==> src/sst_defines.svh <==
`ifndef SST_DEFINES_SVH
`define SST_DEFINES_SVH

// register addresses on the serial port
`define SST_ADDR_RES0    7'h0c
`define SST_ADDR_RES1    7'h0d
`define SST_ADDR_RES2    7'h0e
`define SST_ADDR_RES3    7'h0f
`define SST_ADDR_LAUNCH  7'h10
`define SST_ADDR_CFG     7'h11
`define SST_ADDR_LED     7'h1a
`define SST_ADDR_IFSTATE 7'h1c
`define SST_ADDR_MOTION  7'h1d
`define SST_ADDR_OBS     7'h2e
`define SST_ADDR_SOFTRST 7'h3a

// field positions
`define SST_ST_EN_BIT    0
`define SST_RES_BIT      7
`define SST_POL_BIT      7
`define SST_IF_BURST_BIT 4
`define SST_IF_SPI_BIT   2
`define SST_IF_TWI_BIT   0

// values and reset values
`define SST_SOFTRST_KEY  8'h5a
`define SST_REG_RST      8'h00

// signatures, orientation one then orientation zero
`define SST_SIG1 {8'hd6, 8'h7f, 8'h72, 8'h36}
`define SST_SIG0 {8'h6c, 8'h24, 8'h8e, 8'h33}

// timing
`define SST_SELFTEST_MS  250
`define SST_CLK_KHZ      50000
`define SST_FRAME_CYC    1000

`endif

==> src/sst_pkg.sv <==
package sst_pkg;

  typedef enum logic {SST_ST_IDLE, SST_ST_RUN} sst_st_e;

  // serial engine state
  typedef struct packed {
    logic [2:0] sclk_s;
    logic [1:0] mosi_s;
    logic [1:0] ncs_s;
    logic [3:0] cnt;
    logic [6:0] shin;
    logic       rw;
    logic [6:0] addr;
    logic [7:0] wdata;
    logic [7:0] tx;
    logic       miso;
    logic       oe;
    logic       wr;
    logic       rd;
  } sst_spi_s;

  // register bank state
  typedef struct packed {
    logic [1:0]      orient_s;
    sst_st_e         st;
    logic [23:0]     cnt;
    logic [3:0][7:0] sig;
    logic            res;
    logic [2:0]      led;
    logic            pol;
    logic [1:0]      obs;
    logic [9:0]      frame;
    logic            mpin;
  } sst_regs_s;

endpackage

==> src/sst_regbus_if.sv <==
`timescale 1ns/1ps
interface sst_regbus_if;
  logic       wr_stb;
  logic       rd_stb;
  logic [6:0] addr;
  logic [7:0] wdata;
  logic [7:0] rdata;
  modport spi  (output wr_stb, rd_stb, addr, wdata, input rdata);
  modport regs (input wr_stb, rd_stb, addr, wdata, output rdata);
endinterface

==> src/sst_selftest_regs.sv <==
// Functional notes
// - address 0x0d reads second signature byte, read only
// - address 0x0e reads third signature byte, read only
// - address 0x0f reads fourth signature byte, read only
// - writing bit 0 of 0x10 as one starts self-test; zero does nothing
// - self-test finishes and signatures are ready within 250 ms
// - signatures 36 72 7f d6 for orientation one, 33 8e 24 6c for zero
// - 0x11 resets to zero; bit 7 picks 500 or 1000 cpi
// - 0x1a bits 2:0 select led current, reset zero
// - 0x1c reports burst on bit 4, spi bit 2, two-wire bit 0
// - 0x1d bit 7 sets motion pin polarity, zero means active low
// - mode codes: 00 run, 01 rest one, 10 rest two, 11 rest three
// - observation bits set every frame, a write clears them unless a frame refresh falls in the same cycle
// - writing 0x5a to soft reset restores every default
`timescale 1ns/1ps
`include "sst_defines.svh"
module sst_selftest_regs #(
  parameter int unsigned ST_CYCLES = `SST_SELFTEST_MS * `SST_CLK_KHZ,
  parameter int unsigned FRAME_CYC = `SST_FRAME_CYC
) (
  input  wire logic       clk_sys,        // system clock, 50 MHz
  input  wire logic       rst_n,          // async reset, active low
  input  wire logic       sclk,           // serial clock pin
  input  wire logic       mosi,           // serial data in pin
  input  wire logic       ncs_n,          // chip select pin, active low
  input  wire logic       orient,         // mounting orientation pin
  input  wire logic       motion_present, // motion seen by navigation
  input  wire logic       burst_active,   // port in burst mode
  input  wire logic [1:0] power_state,    // current run/rest level
  output logic            miso,           // serial data out
  output logic            miso_oe,        // miso drive enable
  output logic            motion_pin,     // motion pin level
  output logic            res_1000,       // high selects 1000 cpi
  output logic [2:0]      drive_code,     // led drive current code
  output logic            selftest_busy   // self-test running
);
  sst_regbus_if       bus ();
  sst_pkg::sst_regs_s q;
  sst_pkg::sst_regs_s d;
  logic               frame_tick;
  logic               wr_ok;

  sst_spi_slave u_spi (
    .clk_sys (clk_sys),
    .rst_n   (rst_n),
    .sclk    (sclk),
    .mosi    (mosi),
    .ncs_n   (ncs_n),
    .miso    (miso),
    .miso_oe (miso_oe),
    .bus     (bus.spi)
  );

  // frame rate enable from a free divider
  assign frame_tick = (q.frame == 10'(FRAME_CYC - 1));
  // writes during the test are dropped; host must stay off anyway
  assign wr_ok      = bus.wr_stb && (q.st == sst_pkg::SST_ST_IDLE);

  // read mux, unmapped and reserved read as zero
  always_comb begin
    bus.rdata = `SST_REG_RST;
    case (bus.addr)
      `SST_ADDR_RES0:    bus.rdata = q.sig[0];
      `SST_ADDR_RES1:    bus.rdata = q.sig[1];
      `SST_ADDR_RES2:    bus.rdata = q.sig[2];
      `SST_ADDR_RES3:    bus.rdata = q.sig[3];
      `SST_ADDR_CFG:     bus.rdata = {q.res, 7'h00};
      `SST_ADDR_LED:     bus.rdata = {5'h00, q.led};
      `SST_ADDR_IFSTATE: bus.rdata = {3'h0, burst_active, 4'h4};
      `SST_ADDR_OBS:     bus.rdata = {q.obs, 6'h00};
      default:           bus.rdata = `SST_REG_RST;
    endcase
  end

  // register bank and self-test sequencer
  always_comb begin
    d          = q;
    d.orient_s = {q.orient_s[0], orient};
    d.frame    = frame_tick ? 10'h000 : q.frame + 10'h001;
    if (wr_ok) begin
      case (bus.addr)
        `SST_ADDR_LAUNCH: begin
          if (bus.wdata[`SST_ST_EN_BIT]) begin
            d.st  = sst_pkg::SST_ST_RUN;
            d.cnt = 24'h00_0000;
          end
        end
        `SST_ADDR_CFG:    d.res = bus.wdata[`SST_RES_BIT];
        `SST_ADDR_LED:    d.led = bus.wdata[2:0];
        `SST_ADDR_MOTION: d.pol = bus.wdata[`SST_POL_BIT];
        `SST_ADDR_OBS:    d.obs = 2'h0;
        `SST_ADDR_SOFTRST: begin
          if (bus.wdata == `SST_SOFTRST_KEY) begin
            d          = '0;
            d.orient_s = {q.orient_s[0], orient};
          end
        end
        default: ;
      endcase
    end
    // frame refresh beats a clearing write in the same cycle
    if (frame_tick) begin
      d.obs = power_state;
    end
    case (q.st)
      sst_pkg::SST_ST_RUN: begin
        d.cnt = q.cnt + 24'h00_0001;
        if (q.cnt == 24'(ST_CYCLES - 1)) begin
          d.st  = sst_pkg::SST_ST_IDLE;
          d.sig = q.orient_s[1] ? `SST_SIG1 : `SST_SIG0;
        end
      end
      default: ;
    endcase
    d.mpin = d.pol ? motion_present : ~motion_present;
  end

  always_ff @(posedge clk_sys or negedge rst_n) begin
    if (!rst_n) begin
      q      <= '0;
      q.mpin <= 1'b1;
    end else begin
      q <= d;
    end
  end

  assign motion_pin    = q.mpin;
  assign res_1000      = q.res;
  assign drive_code    = q.led;
  assign selftest_busy = (q.st == sst_pkg::SST_ST_RUN);
endmodule

==> src/sst_spi_slave.sv <==
`timescale 1ns/1ps
module sst_spi_slave (
  input  wire logic clk_sys, // system clock
  input  wire logic rst_n,   // async reset, active low
  input  wire logic sclk,    // serial clock pin
  input  wire logic mosi,    // serial data in pin
  input  wire logic ncs_n,   // chip select pin, active low
  output logic      miso,    // serial data out
  output logic      miso_oe, // high while driving miso
  sst_regbus_if.spi bus      // register strobes
);
  sst_pkg::sst_spi_s q;
  sst_pkg::sst_spi_s d;
  logic              rise;
  logic              fall;
  logic              bit_in;

  // edges taken from second and third sync stages only
  assign rise   = q.sclk_s[1] & ~q.sclk_s[2];
  assign fall   = ~q.sclk_s[1] & q.sclk_s[2];
  assign bit_in = q.mosi_s[1];

  // first byte {write, addr[6:0]}, second byte data, msb first
  always_comb begin
    d        = q;
    d.wr     = 1'b0;
    d.rd     = 1'b0;
    d.sclk_s = {q.sclk_s[1:0], sclk};
    d.mosi_s = {q.mosi_s[0], mosi};
    d.ncs_s  = {q.ncs_s[0], ncs_n};
    if (q.ncs_s[1]) begin
      d.cnt = 4'h0;
      d.oe  = 1'b0;
    end else begin
      if (rise) begin
        d.shin = {q.shin[5:0], bit_in};
        d.cnt  = q.cnt + 4'h1;
        if (q.cnt == 4'h7) begin
          d.rw   = q.shin[6];
          d.addr = {q.shin[5:0], bit_in};
          d.rd   = ~q.shin[6];
        end
        if (q.cnt == 4'hf && q.rw) begin
          d.wdata = {q.shin, bit_in};
          d.wr    = 1'b1;
        end
      end
      // read data shifts out on falling edges, host samples on rising
      if (fall && q.cnt[3] && !q.rw) begin
        d.miso = q.tx[7];
        d.tx   = {q.tx[6:0], 1'b0};
        d.oe   = 1'b1;
      end
    end
    // bank answers in the strobe cycle, well before the next fall
    if (q.rd) begin
      d.tx = bus.rdata;
    end
  end

  always_ff @(posedge clk_sys or negedge rst_n) begin
    if (!rst_n) begin
      q        <= '0;
      q.sclk_s <= 3'h7;
      q.ncs_s  <= 2'h3;
    end else begin
      q <= d;
    end
  end

  assign miso       = q.miso;
  assign miso_oe    = q.oe;
  assign bus.wr_stb = q.wr;
  assign bus.rd_stb = q.rd;
  assign bus.addr   = q.addr;
  assign bus.wdata  = q.wdata;
endmodule

==> config.mk <==
export PLATFORM = sky130hd
export DESIGN_NAME = sst_selftest_regs
export DESIGN_NICKNAME = d
export VERILOG_FILES = /design/src/sst_pkg.sv /design/src/sst_regbus_if.sv /design/src/sst_selftest_regs.sv /design/src/sst_spi_slave.sv
export VERILOG_INCLUDE_DIRS = /design/src
export SDC_FILE = /design/constraint.sdc
export NUM_CORES = 1
export LEC_CHECK = 0
export ABC_AREA = 1
export BUFFER_PORTS_ARGS = -buffer_cell sky130_fd_sc_hd__buf_4
export CORE_UTILIZATION = 30
export DETAILED_ROUTE_END_ITERATION = 16
export PLACE_DENSITY_LB_ADDON = 0.1
export SYNTH_ARGS = -nofsm -noshare
export SYNTH_HDL_FRONTEND = slang
export SYNTH_HIERARCHICAL = 1
export SYNTH_SLANG_ARGS = --single-unit
export TNS_END_PERCENT = 20
==> constraint.sdc <==
create_clock -name clk_sys -period 2.95 [get_ports clk_sys]
set_input_delay 0.4425 -clock clk_sys [delete_from_list [all_inputs] [get_ports clk_sys]]
set_output_delay 0.4425 -clock clk_sys [all_outputs]
set_load 0.02 [all_outputs]
==> impl_metrics.json, run 1 <==
{
  "status": "completed",
  "synth_cell_type_count": 40,
  "synth_nets": 804,
  "place.gp.congestion": 0.843,
  "arrival_ps": 2600,
  "layout.nets": 818,
  "synth_area_leaders": "dfrtp_1 47%, nand2_1 17%, nand3_1 6.5%",
  "maxCapViolCount": 0,
  "synth-seq-area-share_pct": 49.8,
  "grt_overflow": 0,
  "cts-buffers-inserted": 17,
  "dp_hpwl_um": 10800,
  "synth-compound-area-share_pct": 5.30,
  "endpoint_kind": "flop",
  "p_clk_share_pct": 54.0,
  "clock-sinks": 123,
  "cts_tree": "built",
  "drive_above_1_share_pct": 11.0,
  "cts_root_buf": "clkbuf_16",
  "drt_iter0_markers": 336,
  "rows": 52,
  "avgViaCountPerCell": 4.58,
  "hold_end": "u_spi/d[44]",
  "clkSlewWorstSetupHoldPaths_ps": 60,
  "synth_common_cells": "275 x nand2_1, 117 x dfrtp_1, 81 x nand3_1",
  "tns_ps": 0,
  "fill_cells": 2102,
  "place_area_um2": 6490,
  "drc": 0,
  "required_ps": 3220,
  "finalHoldViolCount": 0,
  "worstRegToRegCells": 7,
  "start_util_pct": 30.6,
  "skew_ps": 11.9,
  "cts.path.max_buffers": 2,
  "wl_per_cell_um": 14.0,
  "synth_top_area_share_pct": 47.3,
  "hold_path_class": "input pin to flop",
  "hp-start": "sclk",
  "p_int_mw": 3.11,
  "fin_crit_sh_pct": 79.2,
  "ir_drop_mv": 0.361,
  "slew_headroom_pct": 43.7,
  "grt_first_pass_wirelength_um": 25800,
  "yosys_most_used_dff": "dfrtp_1",
  "drt_wl_total_um": 15200,
  "track_usage_pct": 15.4,
  "area_growth_pct": 15.0,
  "synth_top_family_by_area": "simple AND/OR/NAND/NOR gates",
  "layout.cells.non_filler": 1088,
  "start_kind": "flop",
  "yosys.area_share.simple_pct": 35.5,
  "synth_seq_cells": 123,
  "rsz0062_at_grt": "no",
  "pwr-share-seq_pct": 43.7,
  "cts-resized-gates": 0,
  "yosysTopAreaCell": "dfrtp_1",
  "drv_slew": 0,
  "avgSynthCellArea_um2": 7.83,
  "reg2reg_setup_slack_ps": 610,
  "yosys.area_share.adder_pct": 0.606,
  "multiInputGateArea_um2": 2610,
  "grt_pass1_vias": 5031,
  "yosys_warnings": 6,
  "port_buffers": 17,
  "p_total_mw": 4.01,
  "swShare_pct": 22.5,
  "holdPathStages": 1,
  "final_area_um2": 7120,
  "syn-cell-area_um2": 6190,
  "combPwrFrac_pct": 2.2,
  "place_ws_ps": 619,
  "synthXorXnorAreaFrac_pct": 0.707,
  "fp.dieH_um": 146,
  "powerDensity_nw_per_um2": 563,
  "async_flop_share_pct": 100,
  "cp_max_fo": 29,
  "max_freq_ghz": 0.428,
  "ios": 18,
  "n_antenna_cell": 0,
  "dieArea_um2": 21200,
  "antenna_found_initial": 0,
  "netlist_instances": 791,
  "core_region_area_um2": 20200,
  "setup_violations": 0,
  "fin_crit_ps": 2340,
  "clk_latency_ps": 420,
  "yosysMostFrequentCell": "nand2_1",
  "p_sw_mw": 0.902,
  "r2r-start": "u_spi/bus.addr[1]",
  "die_w_um": 146,
  "layout_setup_ws_ps": 614,
  "synth-edff-count": 0,
  "num_vias": 4985,
  "dp.cells": 1055,
  "power.leakage_nw": 3.45,
  "first_pass_iters": 5,
  "tightest_slew_ps": 843,
  "grt_max_degree": 53,
  "r2r_end": "q[6]",
  "regArea_um2": 3090,
  "criticalPathCategory": "flop to flop",
  "htreeDepth": 4,
  "muxShareOfSynthArea_pct": 0,
  "drtAntennaViolNets": 0
}
[through the flow]
stage / util (%) / hold WS [ps]
after floorplan: - / 147
after global placement: 32.1 / 335
after detailed placement: 32.1 / 341
after CTS: 35.2 / 105
after global routing: 35.2 / 101
final: 35.2 / 127
[power by group through the flow]
stage                     Clock [mW]  Sequential, mW  Combinational, mW
final                           2.17            1.75             0.0897
after global routing            2.30            1.76              0.106
after CTS                       2.22            1.75             0.0943
after detailed placement           0            1.78             0.0931
after global placement             0            1.78             0.0921
after floorplan                    0            1.77             0.0320
[cell type report]
type / instances / share of cell area, %
multi-input combinational: 569 / 36.7
clock inverter: 12 / 2.30
sequential: 123 / 43.4
tap: 270 / 4.75
inverter: 70 / 3.90
clock buffer: 20 / 6.28
timing repair buffer: 24 / 2.74
[cells by family (layout without fill, tap and decap cells)]
family / Yosys count / after routing
buffers and inverters: 99 / 126
and+or+nand+nor: 502 / 502
AOI/OAI and AO/OA: 59 / 59
DFF: 123 / 123
adders and majority gates: 3 / 3
xor gates and xnor gates: 5 / 5
[worst max path at each step]
stage                     slack, ps               from  depth (start not counted)     to
after floorplan                1390              q[50]                          8  q[18]
after global placement          690  u_spi/bus.addr[0]                          6   q[9]
after detailed placement        620  u_spi/bus.addr[1]                          7   q[6]
after CTS                       610  u_spi/bus.addr[1]                          7   q[6]
after global routing            370  u_spi/bus.addr[3]                          7   q[6]
final                           610  u_spi/bus.addr[1]                          7   q[6]
[timing repair]
| action | 4_1_cts | 5_1_grt |
|---|---|---|
| hold endpoints to repair | 17 | 0 |
| endpoints found under the setup margin | 0 | 0 |
| hold buffers | 1 | 0 |
| buffers inserted | 0 | 0 |
[flip-flops by register name (all words and copies together), names as in the netlist, 3 cells and up]
signal,cells
drive_code,3
u_spi/bus.addr,7
u_spi/d,4
u_spi/q,22
q,71
u_spi/bus.wdata,8
[layer usage]
layer / global-route usage [%] / vias up / part of all wire (%)
li1: - / 2546 / -
met1: 19.5 / 2357 / 47
met2: 26.4 / 68 / 49
met5: 0 / - / 0
met3: 3.67 / 14 / 3.2
met4: 3.95 / 0 / 0.95
[worst max-delay path, cell delays in order, from the launching register on]
cell and delay, ps:
dfrtp_1 380, inv_1 100, nor2_2 120, nand2_1 120, nor2_4 150, nand4_2 650, nand2_1 550, nor3_1 90
[cells in the final DEF (no fill, tap or decap), drive strengths merged, types with 2 or more instances in the layout]
| master | synthesis | layout |
|---|---|---|
| a21oi | 15 | 15 |
| and3 | 2 | 2 |
| buf | 26 | 23 |
| bufinv | 0 | 3 |
| clkbuf | 3 | 20 |
| clkinv | 2 | 5 |
| clkinvlp | 0 | 4 |
| dfrtp | 117 | 117 |
| dfstp | 6 | 6 |
| ha | 3 | 3 |
| inv | 68 | 70 |
| nand2 | 280 | 280 |
| nand3 | 84 | 84 |
| nand3b | 2 | 2 |
| nand4 | 18 | 18 |
| nor2 | 90 | 90 |
| nor3 | 22 | 22 |
| o21ai | 35 | 35 |
| o21bai | 5 | 5 |
| or2 | 2 | 2 |
| xor2 | 4 | 4 |
No activity file was read; power rests on OpenSTA's default activity.
==> inputs of run 2 (changes only) <==
Clock period 2.95 ns to 2.3 ns, I/O delays scaled along.
==> run 2 against run 1 <==
  * Clock skew barely moved
  * Register-to-register slack got worse by 290 ps
  * Combinational power rose by 30%
  * Fmax increased by 18%
  * Power grew 30%
  * Critical path depth grew 1
  * Cell area up 1.0%
  * First-iteration DRC count rose by 18%
  * Wire length increased by 0.70%
  * Final cell count up 0.64%
==> impl_metrics.json, run 2 (same netlist as run 1, synthesis figures left out) <==
{
  "multiInputGateArea_um2": 2610,
  "clkSlewWorstSetupHoldPaths_ps": 60,
  "pwr-share-seq_pct": 43.2,
  "drive_above_1_share_pct": 11.6,
  "final_area_um2": 7190,
  "start_kind": "flop",
  "combPwrFrac_pct": 2.2,
  "criticalPathCategory": "flop to flop",
  "p_clk_share_pct": 54.5,
  "place.gp.congestion": 0.858,
  "ir_drop_mv": 0.447,
  "rsz0062_at_grt": "no",
  "cts_setup_buffers": 0,
  "antenna_found_initial": 0,
  "endpoint_kind": "flop",
  "regMostFlops": "q",
  "skew_ps": 11.6,
  "power.leakage_nw": 3.50,
  "p_int_mw": 4.01,
  "slew_headroom_pct": 57.5,
  "die_w_um": 146,
  "fill_cells": 2108,
  "cts_root_buf": "clkbuf_16",
  "cts_tree": "built",
  "arrival_ps": 2330,
  "drtAntennaViolNets": 0,
  "fp.dieH_um": 146,
  "cts-resized-gates": 0,
  "core_region_area_um2": 20200,
  "drt_wl_total_um": 15300,
  "n_antenna_cell": 0,
  "cpMostUsedCell": "nor2_1",
  "finalHoldViolCount": 0,
  "num_vias": 5069,
  "maxCapViolCount": 0,
  "crit_family": "simple AND/OR/NAND/NOR gates",
  "ios": 18,
  "cts-buffers-inserted": 17,
  "dieArea_um2": 21200,
  "largest_reg_flops": 71,
  "first_pass_iters": 4,
  "layout.cells.non_filler": 1095,
  "swShare_pct": 22.9,
  "area_growth_pct": 16.1,
  "rows": 52,
  "layout.nets": 825,
  "status": "completed",
  "slowest_delay_ps": 460,
  "clk_latency_ps": 420,
  "setup_violations": 0,
  "final_common_cell": "nand2_1",
  "clock-sinks": 123,
  "required_ps": 2650,
  "start_util_pct": 30.6,
  "final_cell_mix": "275 x nand2_1, 117 x dfrtp_1, 81 x nand3_1",
  "cp_slowest_cell": "dfrtp_1",
  "tightest_slew_ps": 636,
  "track_usage_pct": 15.6,
  "regArea_um2": 3090,
  "max_freq_ghz": 0.505,
  "cp_max_fo": 14,
  "p_sw_mw": 1.19,
  "powerDensity_nw_per_um2": 723,
  "fin_crit_ps": 1980,
  "port_buffers": 17,
  "drt_iter0_markers": 397,
  "grt_overflow": 0,
  "cp_num_buf_inv": 1,
  "cts.path.max_buffers": 2,
  "place_area_um2": 6530,
  "hold_path_class": "input pin to flop",
  "grt_max_degree": 53,
  "drv_slew": 0,
  "grt_pass1_vias": 5119,
  "avgViaCountPerCell": 4.63,
  "htreeDepth": 4,
  "dp.cells": 1060,
  "drc": 0,
  "wl_per_cell_um": 14.0,
  "fin_crit_sh_pct": 86.1,
  "crit_path_cell_trace": "ha_1 -> nand2_1 -> nor2_1 -> nand3_1 -> nor2_4 -> buf_4 -> a21oi_1 -> nor2_1",
  "dp_hpwl_um": 11300,
  "tns_ps": 0,
  "grt_first_pass_wirelength_um": 26100
}
==> run 2: cell count changes in the layout (fill, tap and decap cells not counted) <==
cell	delta
inv_8	+2
buf_4	+5
clkinvlp_4	-3
dlygate4sd3_1	+2
inv_6	+2
clkbuf_1	-1
==> run 2: power by group through the flow <==
| stage | Combinational, mW | Clock (mW) | Sequential (mW) |
|---|---|---|---|
| 3_3_place_gp | 0.117 | 0 | 2.29 |
| 5_1_grt | 0.137 | 3.01 | 2.25 |
| 3_5_place_dp | 0.119 | 0 | 2.29 |
| 4_1_cts | 0.121 | 2.91 | 2.25 |
| 6_report | 0.117 | 2.83 | 2.25 |
| 2_1_floorplan | 0.0410 | 0 | 2.27 |
==> run 2: routing by layer <==
metal / vias to the layer above / GRT usage, % / share of wire [%]
met1: 2428 / 19.5 / 46
met4: 0 / 5.63 / 1.6
li1: 2573 / - / -
met2: 53 / 26.2 / 50
met3: 15 / 3.51 / 2.7
met5: - / 0 / 0
==> run 2: metrics by stage <==
| stage | setup WS [ps] | total power [mW] | util (%) | hold WS (ps) |
|---|---|---|---|---|
| 2_1_floorplan | 740 | 2.31 | - | 49.4 |
| 3_3_place_gp | 303 | 2.40 | 32.3 | 241 |
| 3_5_place_dp | 305 | 2.41 | 32.3 | 238 |
| 4_1_cts | 292 | 5.28 | 35.4 | 3.35 |
| 5_1_grt | 54.0 | 5.40 | 35.5 | 2.93 |
| 6_report | 319 | 5.20 | 35.5 | 21.9 |
==> run 2: repair_timing <==
action,CTS,global route
hold buffers,1,2
hold endpoints to repair,14,2
setup endpoints to repair,0,0
==> run 2: final timing paths <==
kind                                      end        start  cells past startpoint  slack (ps)
worst max-delay path                    q[45]        q[50]                      8         320
worst min-delay path              u_spi/d[44]         sclk                      1          20
worst max register to register          q[45]        q[50]                      8         320
worst min register to register   u_spi/bit_in  u_spi/d[42]                      0         350
max in group asynchronous         u_spi/q[45]        rst_n                      3        1270
min in group asynchronous       drive_code[2]        rst_n                      2         340
==> run 2: area by class of cell <==
type	instances	area share, %
Clock buffer	19	6.16
Timing Repair Buffer	31	3.52
Sequential cell	123	42.9
Clock inverter	13	2.52
Tap cell	270	4.70
Inverter	70	3.86
Multi-Input combinational cell	569	36.3
==> inputs of run 3 (changes only) <==
Settings changed: BUFFER_PORTS_ARGS -buffer_cell sky130_fd_sc_hd__buf_4 to not set, CELL_PAD_IN_SITES_DETAIL_PLACEMENT set to 1, CELL_PAD_IN_SITES_GLOBAL_PLACEMENT set to 1, DONT_BUFFER_PORTS set to 1.
==> run 3 against run 2 <==
  * The flow now finishes with violations (negative hold slack)
  * Clock skew is essentially flat
  * Utilization shrank 0.83 points
  * Worst hold slack lost 400 ps
  * Fmax shrank 3.6%
  * Final cell count fell by 1.9%
  * Via count increased by 1.0%
  * Sequential share of layout area up 1.0 points
  * Non-clock buffer count is 20 lower
==> impl_metrics.json, run 3 (same netlist as run 1, synthesis figures left out) <==
{
  "first_pass_iters": 4,
  "dp_hpwl_um": 12000,
  "dp.cells": 1039,
  "place.gp.congestion": 0.801,
  "drt_iter0_markers": 164,
  "criticalPathCategory": "flop to flop",
  "track_usage_pct": 16.9,
  "avgViaCountPerCell": 4.77,
  "largest_reg_flops": 71,
  "arrival_ps": 2350,
  "final_common_cell": "nand2_1",
  "grt_pass1_vias": 5465,
  "num_vias": 5121,
  "fin_crit_ps": 2050,
  "cts-buffers-inserted": 17,
  "final_cell_mix": "275 x nand2_1, 117 x dfrtp_1, 81 x nand3_1",
  "required_ps": 2600,
  "core_region_area_um2": 20200,
  "worstRegToRegCells": 8,
  "cts_tree": "built",
  "antenna_found_initial": 0,
  "grt_overflow": 0,
  "fin_crit_sh_pct": 89.3,
  "status": "finished, violations left",
  "rows": 52,
  "grt_max_degree": 124,
  "htreeDepth": 4,
  "drive_above_1_share_pct": 9.33,
  "cts-resized-gates": 0,
  "area_growth_pct": 13.4,
  "max_freq_ghz": 0.487,
  "start_util_pct": 30.6,
  "hold_path_class": "input pin to async pin",
  "r2r_end": "q[28]",
  "layout.cells.non_filler": 1074,
  "ir_drop_mv": 0.413,
  "grt_first_pass_wirelength_um": 28300,
  "powerDensity_nw_per_um2": 727,
  "die_w_um": 146,
  "start_kind": "flop",
  "port_buffers": 0,
  "skew_ps": 11.7,
  "clkSlewWorstSetupHoldPaths_ps": 60,
  "tns_ps": 0,
  "drc": 0,
  "fill_cells": 2430,
  "drt_wl_total_um": 16700,
  "fp.dieH_um": 146,
  "cts_setup_buffers": 0,
  "finalHoldViolCount": 123,
  "regMostFlops": "q",
  "violations": "negative hold slack",
  "drv_slew": 0,
  "layout.nets": 805,
  "holdBufCountCts": 4,
  "n_antenna_cell": 0,
  "tightest_slew_ps": 607,
  "r2r-start": "q[50]",
  "drtAntennaViolNets": 0,
  "setup_violations": 0,
  "slew_headroom_pct": 59.4,
  "endpoint_kind": "flop",
  "hold_ws_ps": -377,
  "final_area_um2": 7020,
  "cts_root_buf": "clkbuf_16",
  "clock-sinks": 123,
  "place_area_um2": 6360,
  "cts.path.max_buffers": 2,
  "dieArea_um2": 21200,
  "power.leakage_nw": 3.38,
  "clk_latency_ps": 420,
  "maxCapViolCount": 0,
  "ios": 18,
  "rsz0062_at_grt": "no",
  "reg2reg_setup_slack_ps": 250,
  "fin_util_pct": 34.7,
  "cp_max_fo": 13,
  "wl_per_cell_um": 15.6
}
[run 3: cell type report]
class                           count  area [um2]  area share (%)
Tap cell                          270         338            4.81
Inverter                           70         278            3.96
Clock inverter                     12         164            2.34
Sequential cell                   123        3090            44.0
Timing Repair Buffer               11        92.6            1.32
Clock buffer                       19         453            6.45
Multi-Input combinational cell    569        2610            37.2
[run 3: per-stage QoR]
stage | total power, mW | worst slack, ps
3_3_place_gp | 2.34 | 335
6_report | 5.10 | 246
5_1_grt | 5.28 | 4.56
3_5_place_dp | 2.34 | 237
2_1_floorplan | 2.31 | 740
4_1_cts | 5.20 | 241
[run 3: report_power, final]
group | switching (mW) | internal, mW | total (mW) | leakage, nW
logic | 0.0358 | 0.0217 | 0.0575 | 1.44
clock network | 1.03 | 1.77 | 2.79 | 0.288
registers | 0.0453 | 2.21 | 2.25 | 1.65
[run 3: critical path, stage by stage (launching register included)]
cell and delay, ps:
dfrtp_1 480, ha_1 260, nand2_1 140, nor2_1 130, nand3_1 130, nor2_4 260
nand2_2 230, inv_1 220, nor2_1 80
[run 3: how the worst max path moves through the flow]
stage | from | endpoint | slack (ps) | depth (start not counted)
4_1_cts | q[50] | q[28] | 240 | 8
3_3_place_gp | u_spi/bus.addr[5] | u_spi/q[6] | 340 | 11
2_1_floorplan | q[50] | q[18] | 740 | 8
3_5_place_dp | q[50] | q[28] | 240 | 8
6_report | q[50] | q[28] | 250 | 8
5_1_grt | u_spi/bus.addr[3] | u_spi/q[6] | 5 | 12
[run 3: layer usage]
layer	global-route usage (%)	wire length, um	part of all wire, %	vias to the layer above
met3	3.29	240	1.4	11
met4	5.68	179	1.1	0
met5	0	0	0	-
met2	29.3	8430	50	25
met1	21.1	7880	47	2564
li1	-	-	-	2521
